**config.mk**
```make
export PLATFORM = sky130hd
export DESIGN_NAME = siot_unit
export DESIGN_NICKNAME = d
export VERILOG_FILES = /design/src/design/siot_pkg.sv /design/src/design/siot_unit.sv
export SDC_FILE = /design/constraint.sdc
export NUM_CORES = 1
export LEC_CHECK = 0
export ABC_AREA = 1
export BUFFER_PORTS_ARGS = -buffer_cell sky130_fd_sc_hd__buf_2
export CAP_MARGIN = 30
export CORE_MARGIN = 4
export CORE_UTILIZATION = 56
export DETAILED_ROUTE_END_ITERATION = 6
export MAX_ROUTING_LAYER = met4
export PLACE_DENSITY = 0.85
export SETUP_SLACK_MARGIN = 0.5
export SKIP_LAST_GASP = 1
export SYNTH_ARGS = -nofsm -noshare
export SYNTH_HDL_FRONTEND = slang
export SYNTH_SLANG_ARGS = --single-unit
```
**constraint.sdc**
```tcl
create_clock -name sys_clk -period 1.6 [get_ports sys_clk]
set_input_delay 0.32 -clock sys_clk [delete_from_list [all_inputs] [get_ports sys_clk]]
set_output_delay 0.32 -clock sys_clk [all_outputs]
set_load 0.02 [all_outputs]
```
**src/design/siot_pkg.sv**
```systemverilog
// Package with constants and types of the safe I/O test pulse unit.
package siot_pkg;

   // ****************************************************************
   // Register map
   // ****************************************************************
   localparam logic [7:0] ADDR_CTRL = 8'h00;
   localparam logic [7:0] ADDR_STATUS = 8'h04;
   localparam logic [7:0] ADDR_IRQ_STAT = 8'h08;
   localparam logic [7:0] ADDR_IRQ_MASK = 8'h0C;
   localparam logic [7:0] ADDR_OUT_DATA = 8'h10;
   localparam logic [7:0] ADDR_INPUTS = 8'h14;
   localparam logic [7:0] ADDR_XC_ENABLE = 8'h18;

   // ****************************************************************
   // Field positions and reset values
   // ****************************************************************
   localparam int CTRL_LINES_OUT_BIT = 0;
   localparam int CTRL_CLOCK_MODE_BIT = 1;
   localparam int CTRL_SIG_A_BIT = 2;
   localparam int CTRL_SIG_B_BIT = 3;
   localparam logic [3:0] CTRL_RESET = 4'h0;
   localparam logic [11:0] XC_ENABLE_RESET = 12'h000;
   localparam int IRQ_CFG_ERR_BIT = 0;
   localparam int IRQ_XC_ERR_BIT = 1;
   localparam int IRQ_INPUT_CHG_BIT = 2;

   // ****************************************************************
   // Timing in cycles of the 50 MHz clock
   // ****************************************************************
   localparam int CLK_PERIOD_NS = 20;
   localparam int TEST_CLOCK_PERIOD_US = 4;
   localparam int TEST_CLOCK_PERIOD_CYC = TEST_CLOCK_PERIOD_US * 1000 / CLK_PERIOD_NS;
   localparam int PULSE_INTERVAL_US = 40;
   localparam int PULSE_INTERVAL_CYC = PULSE_INTERVAL_US * 1000 / CLK_PERIOD_NS;
   localparam int PULSE_WIDTH_NS = 400;
   localparam int PULSE_WIDTH_CYC = (PULSE_WIDTH_NS + CLK_PERIOD_NS - 1) / CLK_PERIOD_NS;
   localparam int SETTLE_NS = 200;
   localparam int SETTLE_CYC = (SETTLE_NS + CLK_PERIOD_NS - 1) / CLK_PERIOD_NS;

   // ****************************************************************
   // Phases of the test clock sequencer
   // ****************************************************************
   typedef enum logic [3:0] {
      SIOT_PH_A_LOW = 4'b0001,
      SIOT_PH_BOTH_HIGH_1 = 4'b0010,
      SIOT_PH_B_LOW = 4'b0100,
      SIOT_PH_BOTH_HIGH_2 = 4'b1000
   } siot_phase_t;

endpackage : siot_pkg

```
**src/design/siot_unit.sv**
```systemverilog
// Safe I/O unit: inputs, configurable lines, test clocks and cross-circuit check.
//
// Operation
// - Eight safe inputs plus four configurable lines
// - Configurable lines share one direction bit
// - Both clock outputs share one mode bit
// - Clock mode with output lines flags error
// - Test clocks are phase shifted
// - Even inputs check clock A, odd B
// - Safe outputs carry test pulses
// - Output states come from master logic
// - Same-clock shorts are never flagged
//
// Decided for this implementation: the APB register port and the register offsets.
`timescale 1ns/1ns
`default_nettype none

module siot_unit #(
   parameter int NUM_DEDICATED = 8,
   parameter int NUM_CONFIG = 4
) (
   // Clock and reset.
   input wire logic sys_clk,
   input wire logic rst_n,
   // APB slave.
   input wire logic psel,
   input wire logic penable,
   input wire logic pwrite,
   input wire logic [7:0] paddr,
   input wire logic [31:0] pwdata,
   output logic [31:0] prdata,
   output logic pready,
   output logic pslverr,
   // Safe terminals.
   input wire logic [NUM_DEDICATED-1:0] dedicated_safe_inputs,
   input wire logic [NUM_CONFIG-1:0] configurable_safe_lines_in,
   output logic [NUM_CONFIG-1:0] configurable_safe_lines_out,
   output logic [NUM_CONFIG-1:0] configurable_safe_lines_oe,
   output logic test_clock_a_out,
   output logic test_clock_b_out,
   // Safety logic result from the master module.
   input wire logic [NUM_CONFIG-1:0] master_out_states,
   // Interrupt.
   output logic irq
);

   localparam int NIN = NUM_DEDICATED + NUM_CONFIG;

   // ****************************************************************
   // Registers
   // ****************************************************************
   logic [3:0] ctrl;
   logic [NIN-1:0] xc_enable;
   logic [2:0] irq_stat;
   logic [2:0] irq_mask;
   logic [NIN-1:0] xc_err;
   logic [NIN-1:0] in_state;
   logic [NIN-1:0] in_prev;
   logic cfg_err;

   wire lines_out = ctrl[siot_pkg::CTRL_LINES_OUT_BIT];
   wire clock_mode = ctrl[siot_pkg::CTRL_CLOCK_MODE_BIT];
   wire next_cfg_err = clock_mode & lines_out;

   // ****************************************************************
   // APB decode
   // ****************************************************************
   wire wr = psel & penable & pwrite;
   wire rd_phase = psel & ~pwrite;
   wire hit_ctrl = paddr == siot_pkg::ADDR_CTRL;
   wire hit_status = paddr == siot_pkg::ADDR_STATUS;
   wire hit_istat = paddr == siot_pkg::ADDR_IRQ_STAT;
   wire hit_imask = paddr == siot_pkg::ADDR_IRQ_MASK;
   wire hit_out = paddr == siot_pkg::ADDR_OUT_DATA;
   wire hit_in = paddr == siot_pkg::ADDR_INPUTS;
   wire hit_xce = paddr == siot_pkg::ADDR_XC_ENABLE;
   wire mapped = hit_ctrl | hit_status | hit_istat | hit_imask | hit_out | hit_in | hit_xce;
   logic [31:0] rd_mux;

   assign pready = 1'b1;
   assign pslverr = psel & penable & ~mapped;

   always_comb begin
      rd_mux = 32'h0000_0000;
      if (hit_ctrl) begin
         rd_mux[3:0] = ctrl;
      end
      if (hit_status) begin
         rd_mux[0] = cfg_err;
         rd_mux[16 +: NIN] = xc_err;
      end
      if (hit_istat) begin
         rd_mux[2:0] = irq_stat;
      end
      if (hit_imask) begin
         rd_mux[2:0] = irq_mask;
      end
      if (hit_out) begin
         rd_mux[NUM_CONFIG-1:0] = master_out_states;
      end
      if (hit_in) begin
         rd_mux[NIN-1:0] = in_state;
      end
      if (hit_xce) begin
         rd_mux[NIN-1:0] = xc_enable;
      end
   end

   always_ff @(posedge sys_clk or negedge rst_n) begin
      if (!rst_n) begin
         prdata <= 32'h0000_0000;
      end else if (rd_phase & ~penable) begin
         prdata <= rd_mux;
      end
   end

   always_ff @(posedge sys_clk or negedge rst_n) begin
      if (!rst_n) begin
         ctrl <= siot_pkg::CTRL_RESET;
         xc_enable <= siot_pkg::XC_ENABLE_RESET;
         irq_mask <= 3'h0;
      end else if (wr) begin
         if (hit_ctrl) begin
            ctrl <= pwdata[3:0];
         end
         if (hit_xce) begin
            xc_enable <= pwdata[NIN-1:0];
         end
         if (hit_imask) begin
            irq_mask <= pwdata[2:0];
         end
      end
   end

   // ****************************************************************
   // Test clock sequencer
   // ****************************************************************
   // Each clock goes low in its own quarter so a short between A and B,
   // or to the supply, shows on an input as a wrong level.
   localparam int QUARTER = siot_pkg::TEST_CLOCK_PERIOD_CYC / 4;
   siot_pkg::siot_phase_t phase;
   siot_pkg::siot_phase_t next_phase;
   logic [15:0] ph_cnt;
   wire ph_end = ph_cnt == 16'(QUARTER - 1);
   wire sample_pt = ph_cnt == 16'(siot_pkg::SETTLE_CYC);

   always_comb begin
      unique case (phase)
         siot_pkg::SIOT_PH_A_LOW: next_phase = siot_pkg::SIOT_PH_BOTH_HIGH_1;
         siot_pkg::SIOT_PH_BOTH_HIGH_1: next_phase = siot_pkg::SIOT_PH_B_LOW;
         siot_pkg::SIOT_PH_B_LOW: next_phase = siot_pkg::SIOT_PH_BOTH_HIGH_2;
         siot_pkg::SIOT_PH_BOTH_HIGH_2: next_phase = siot_pkg::SIOT_PH_A_LOW;
         default: next_phase = siot_pkg::SIOT_PH_A_LOW;
      endcase
   end

   always_ff @(posedge sys_clk or negedge rst_n) begin
      if (!rst_n) begin
         phase <= siot_pkg::SIOT_PH_BOTH_HIGH_2;
         ph_cnt <= 16'h0000;
      end else if (ph_end) begin
         phase <= next_phase;
         ph_cnt <= 16'h0000;
      end else begin
         ph_cnt <= ph_cnt + 16'h0001;
      end
   end

   wire clk_a = phase != siot_pkg::SIOT_PH_A_LOW;
   wire clk_b = phase != siot_pkg::SIOT_PH_B_LOW;

   always_ff @(posedge sys_clk or negedge rst_n) begin
      if (!rst_n) begin
         test_clock_a_out <= 1'b0;
         test_clock_b_out <= 1'b0;
      end else if (clock_mode) begin
         test_clock_a_out <= clk_a;
         test_clock_b_out <= clk_b;
      end else begin
         test_clock_a_out <= ctrl[siot_pkg::CTRL_SIG_A_BIT];
         test_clock_b_out <= ctrl[siot_pkg::CTRL_SIG_B_BIT];
      end
   end

   // ****************************************************************
   // Safe outputs with test pulses
   // ****************************************************************
   logic [15:0] pulse_cnt;
   wire pulse_gap = pulse_cnt < 16'(siot_pkg::PULSE_WIDTH_CYC);

   always_ff @(posedge sys_clk or negedge rst_n) begin
      if (!rst_n) begin
         pulse_cnt <= 16'h0000;
      end else if (pulse_cnt == 16'(siot_pkg::PULSE_INTERVAL_CYC - 1)) begin
         pulse_cnt <= 16'h0000;
      end else begin
         pulse_cnt <= pulse_cnt + 16'h0001;
      end
   end

   always_ff @(posedge sys_clk or negedge rst_n) begin
      if (!rst_n) begin
         configurable_safe_lines_out <= '0;
         configurable_safe_lines_oe <= '0;
      end else begin
         // Outputs stay off while the configuration is illegal.
         configurable_safe_lines_oe <= {NUM_CONFIG{lines_out & ~next_cfg_err}};
         configurable_safe_lines_out <= (lines_out & ~next_cfg_err & ~pulse_gap) ?
            master_out_states : '0;
      end
   end

   // ****************************************************************
   // Inputs and cross-circuit check
   // ****************************************************************
   // Bit i of the combined vector: dedicated inputs 0..7, then lines 8..11.
   // Configurable lines count as inputs only in input direction.
   wire [NIN-1:0] all_in = {configurable_safe_lines_in & {NUM_CONFIG{~lines_out}},
                            dedicated_safe_inputs};
   // Line index parity decides the clock, so same-clock shorts stay silent.
   wire check_a = sample_pt & (phase == siot_pkg::SIOT_PH_A_LOW);
   wire check_b = sample_pt & (phase == siot_pkg::SIOT_PH_B_LOW);
   logic [NIN-1:0] mismatch;

   always_comb begin
      mismatch = '0;
      for (int i = 0; i < NIN; i++) begin
         if ((i % 2) == 0) begin
            mismatch[i] = check_a & all_in[i];
         end else begin
            mismatch[i] = check_b & all_in[i];
         end
      end
      mismatch = mismatch & xc_enable & {NIN{clock_mode}};
      mismatch[NIN-1:NUM_DEDICATED] = mismatch[NIN-1:NUM_DEDICATED] & {NUM_CONFIG{~lines_out}};
   end

   wire xc_clr = wr & hit_status & pwdata[1];
   wire in_chg = in_state != in_prev;

   always_ff @(posedge sys_clk or negedge rst_n) begin
      if (!rst_n) begin
         xc_err <= '0;
         cfg_err <= 1'b0;
         in_state <= '0;
         in_prev <= '0;
      end else begin
         cfg_err <= next_cfg_err;
         xc_err <= mismatch | (xc_clr ? '0 : xc_err);
         in_state <= all_in;
         in_prev <= in_state;
      end
   end

   // ****************************************************************
   // Interrupts
   // ****************************************************************
   wire [2:0] irq_ev = {in_chg, |mismatch, next_cfg_err & ~cfg_err};
   wire [2:0] irq_clr = (wr & hit_istat) ? pwdata[2:0] : 3'h0;

   always_ff @(posedge sys_clk or negedge rst_n) begin
      if (!rst_n) begin
         irq_stat <= 3'h0;
      end else begin
         irq_stat <= irq_ev | (irq_stat & ~irq_clr);
      end
   end

   assign irq = |(irq_stat & irq_mask);
endmodule : siot_unit

`default_nettype wire

```
## Word level (Yosys, flattened, before mapping)

Cells that the tools add are included.

| storage, ports and cells | value |
|---|---|
| output and inout port bits | 45 |
| logic and storage cells | 104 |
| input bits | 61 |
| flip-flop bits (word level) | 126 |

| operators by class | value |
|---|---|
| equal/unequal tests | 15 |
| magnitude comparators | 1 |
| reduce and logical (&&, ||, !) cells | 6 |
| add/sub/neg operators | 2 |
| bitwise gates (word level) | 48 |
| mux-type cells | 16 |

Operator list:

| operator | count |
|---|---|
| $mux 12 | 4 |
| $add 16x1->16 const B | 2 |
| $mux 16 | 2 |
| $and 1x1->1 | 26 |
| $and 12x12->12 | 2 |
| $eq 8x5->1 const B | 3 |
| $eq 16x11->1 const B | 1 |
| $eq 16x4->1 const B | 1 |
| $eq 16x6->1 const B | 1 |
| $eq 8x4->1 const B | 2 |
| $lt 16x5->1 const B | 1 |
| $mux 4 | 3 |
| $ne 12x12->1 | 1 |
| $or 12x12->12 | 1 |
| $pmux 4 s3 | 1 |
| $reduce_or 12->1 | 1 |
| $mux 3 | 3 |
| $and 4x4->4 | 2 |
| $eq 8x3->1 const B | 1 |
| $logic_not 8->1 | 1 |
| $not 1->1 | 7 |
| $and 3x3->3 | 2 |
| $or 1x1->1 | 6 |
| $reduce_and 2->1 | 3 |
| other kinds (9) | 11 |

## Depth between registers and ports, before layout

| logic depth | value |
|---|---|
| word-level depth | 9 |
| depth in mapped cells | 13 |
| gate-level depth less buffers | 13 |

## Worst setup path before layout

No wires, ideal clock.

| path | value |
|---|---|
| path type | input to output |
| start point | input port paddr[0] |
| end point | output port pslverr |
| stages | 8 |
| slack | -158 ps |
| buffers on the path | 0 |
| data required time | 1280 ps |
| arrival | 1438 ps |
| cells stage by stage | inv_1 nand2_2 nor2_4 inv_2 nor2_2 nor2_1 nand3_1 nor4_1 |

| between the ends | value |
|---|---|
| word-level cells in the longest chain between the ends | 9 |
| elaborated cells on any way between the ends | 15 |
| classes of those cells | 6 x eq/ne; 8 x bitwise; 1 x reduce/logical |

RTL lines:

| element | RTL line | source |
|---|---|---|
| start: declaration | siot_unit.sv:29 | `input wire logic [7:0] paddr,` |
| $eq 8x3->1 or $logic_not 8->1 (tied branches) | siot_unit.sv:71, siot_unit.sv:70 |  |
| $or 1x1->1 (5 in series) | siot_unit.sv:77 | `wire mapped = hit_ctrl \| hit_status \| hit_istat \| hit_imask \| hit_out \| hit_in \| hit_xce;` |
| $or 1x1->1 * | siot_unit.sv:77 |  |
| $not 1->1 * | siot_unit.sv:81 | `assign pslverr = psel & penable & ~mapped;` |
| $and 1x1->1 * | siot_unit.sv:81 |  |
| end: declaration | siot_unit.sv:33 | `output logic pslverr,` |

Every way passes the cells marked *; elsewhere a longest branch is shown, timed or not.

## Final worst setup path

| path | value |
|---|---|
| start point | register irq_mask[1] |
| end point | output port irq |

| between the ends | value |
|---|---|
| word-level cells in the longest chain between the ends | 2 |

RTL lines:

| element | RTL line | source |
|---|---|---|
| start: declaration | siot_unit.sv:55 | `logic [2:0] irq_mask;` |
| start signal: assignment | siot_unit.sv:130 | `irq_mask <= pwdata[2:0];` |
| $and 3x3->3 | siot_unit.sv:269 | `assign irq = \|(irq_stat & irq_mask);` |
| $reduce_or 3->1 | siot_unit.sv:269 |  |
| end: declaration | siot_unit.sv:44 | `output logic irq` |

Every way passes these cells.

==> results.txt <==
status -> complete, but fails checks
violated checks -> negative setup slack
MaxCap Viol Count -> 0
nature of the critical path endpoint -> output pin
# IOs -> 106
Worst setup SP type -> register
WL/cell -> 27.4 um
DRC Markers -> 0
CTS max path bufs -> 2
Yosys warnings -> 0
post-placement cell count -> 894
Tmin final -> 2.04 ns
drt first pass iters -> 7
CTS tree -> built
crit path kind -> register to output pin
post-synthesis sequential area ratio -> 54.2%
CTS buffer count -> 17
vias in the first global route -> 6196
final period utilization -> 128%
CP required -> 1.28 ns
final number of hold-violating endpoints -> 0
Fill cells -> 297
Worst path max stage delay -> 0.42 ns
total routed wirelength -> 28400 um
CP Data Arrival Time -> 1.72 ns
TritonCTS Sinks -> 126
register area -> 0.00316 sq mm
share of cells above drive strength 1 -> 47.7%
area grow syn2layout -> 58.8%
Mapped Avg Cell Area -> 8.60 sq um
Die W -> 110 um
cell area after synthesis -> 0.00582 sq mm
clk_lat worst skew -> 0.54 ns
Worst slew margin -> 34.1%
WP buf/inv -> 1
Setup-failing EPs final -> 27
Placed Area -> 0.00682 sq mm
initial core utilization -> 58.4%
area of the multi-input gates -> 0.00295 sq mm
Clk pin slew, worst setup/hold paths -> 0.06 ns
Final Instance Count excl. Fillers -> 1039
skew final -> 0.0102 ns
Final HPWL DP -> 10300 um
Overflow after GRT -> 0
GRT Resource Usage Total -> 37.1%
1st-iter DRT viols -> 1127
die footprint -> 0.0121 sq mm
core area -> 0.00995 sq mm
Synth Instances -> 676
pwr/cell area -> 911 mW/mm^2
Placement Rows -> 36
initial antenna violation count -> 1
drt via density -> 6.67
Seq cells post-synth -> 126
CP max FO -> 2
Peak VDD IR -> 0.000781 V
Max Slew Vio Count -> 0
Die Y -> 110 um
slowest stage cell, crit path -> dfrtp_1
final weighted congestion in routability-driven placement -> 0.909
CTS H-tree lvls -> 4
first-pass GRT wire length -> 32600 um
number of synthesized flops with an enable pin -> 0
synth unique cells -> 35
Final #Nets -> 958
number of port buffers -> 76
crit-path leading delay family -> simple AND/OR/NAND/NOR gates
fin area -> 0.00923 sq mm
FMAX -> 0.490 GHz
RSZ-0062 raised after global routing -> yes
pin count of the biggest net entering global routing -> 63
Post-synth top flop -> dfrtp_1
HP Class -> primary input to register
CTS Root Cell -> clkbuf_8
Leak Pwr -> 4.68 nW
Worst Max-Slew Pin Slew -> 0.979 ns
post-route setup slack -> -0.441 ns
ys async rst share -> 100%
most common cell after layout, fill and taps aside -> dfrtp_1
most frequent cells in the layout -> 117 x dfrtp_1, 104 x buf_4, 92 x nand2_1, 80 x inv_1, 59 x buf_6
critical path, cell by cell -> nand2_1 > nand3_2 > buf_6
antenna-violating nets left -> 0
DR vias -> 6925
[cell families (layout without fill, tap and decap cells)]
kind of cell,after synthesis,count (layout),synth area share (%)
simple gates,292,293,22.8
other cells,2,10,0.129
xor+xnor,21,21,3.16
buf+inv,134,355,9.62
fa+ha+maj,4,4,0.861
flops,126,126,54.2
compound gates,97,97,9.23
[registers in the layout (all words and copies together), names as in the netlist]
| signal | cells |
|---|---|
| cfg_err | 1 |
| configurable_safe_lines_oe | 1 |
| configurable_safe_lines_out | 4 |
| ctrl | 4 |
| in_prev | 12 |
| in_state | 12 |
| irq_mask | 3 |
| irq_stat | 3 |
| ph_cnt | 16 |
| phase | 4 |
| prdata | 24 |
| pulse_cnt | 16 |
| test_clock_a_out | 1 |
| test_clock_b_out | 1 |
| xc_enable | 12 |
| xc_err | 12 |
[layout make-up]
| type | count | share of cell area (%) |
|---|---|---|
| multi-input cells | 424 | 31.9 |
| inverters | 111 | 5.15 |
| clock buffers | 18 | 4.63 |
| diodes | 1 | 0.0271 |
| well taps | 133 | 1.80 |
| repair buffers | 213 | 19.9 |
| flip-flops and latches | 126 | 34.3 |
| clock inverters | 13 | 2.29 |
[synth_stat cells (4+ instances only)]
cell type,number,share of area (%)
nand2_1,129,8.3
o21ai_0,8,0.69
buf_4,12,1.5
nor3b_1,5,0.65
clkbuf_1,7,0.45
inv_1,95,6.1
nor2_2,9,0.97
nor3_1,10,0.86
inv_2,16,1.0
o31ai_1,13,1.7
xor2_1,11,1.7
nand4_1,12,1.3
nor2_1,74,4.8
nor3_2,4,0.69
dfrtp_1,125,54
ha_1,4,0.86
nor4_1,5,0.54
nand3_1,32,2.8
xnor2_1,10,1.5
a21oi_1,30,2.6
o21ai_1,40,3.4
nand2_2,4,0.43
[path summary, 6_finish.rpt]
path | from | end | slack (ns) | cells past startpoint
max in group asynchronous | rst_n | configurable_safe_lines_oe[0] | 0.78 | 3
min in group asynchronous | rst_n | test_clock_a_out | 0.19 | 2
worst max register to register | pulse_cnt[0] | pulse_cnt[10] | -0.25 | 9
worst min-delay path | master_out_states[2] | configurable_safe_lines_out[2] | 0.03 | 3
worst max-delay path | irq_mask[1] | irq | -0.44 | 3
worst min register to register | in_state[7] | in_prev[7] | 0.41 | 0
[power breakdown]
part           switching [mW]  internal, mW  total, mW
clock                    1.59          2.74       4.33
sequential             0.0767          3.27       3.35
combinational           0.435         0.298      0.733
total                    2.10          6.31       8.41
[what timing repair did]
action	in CTS	in global routing
gates resized for setup	163	98
setup buffers	57	46
hold buffers	9	0
pin swaps	37	56
setup endpoints to repair	93	118
cloned	0	1
hold endpoints to repair	109	0
[worst reg2reg max path: cells and delay by family (launching register included)]
family	cells	cell delay, ns
adder cells (fa/ha/maj)	1	0.14
buffers and inverters	2	0.24
flip-flops	1	0.45
AND/OR/NAND/NOR	6	0.92
[per-stage QoR]
step / hold slack, ns / TNS, ns / setup WS, ns / utilization (%) / power (mW)
after floorplan: 0.0244 / 0 / 0.164 / - / 3.64
after global placement: 0.191 / -0.0832 / -0.0832 / 68.5 / 3.86
after detailed placement: 0.197 / -0.236 / -0.0959 / 68.5 / 3.88
after CTS: 0.00692 / 0 / 0.0125 / 85.6 / 8.14
after global routing: 0.0391 / -4.22 / -0.362 / 92.7 / 8.56
final: 0.0276 / -2.47 / -0.441 / 92.7 / 8.41
[layer usage]
layer,global-route usage (%),share of wire (%),up-vias
met5,-,0,-
met4,21.7,12,0
met3,8.69,12,398
met2,63.5,46,769
met1,39.1,30,3187
li1,-,-,2571
No activity file was read; power rests on OpenSTA's default activity.
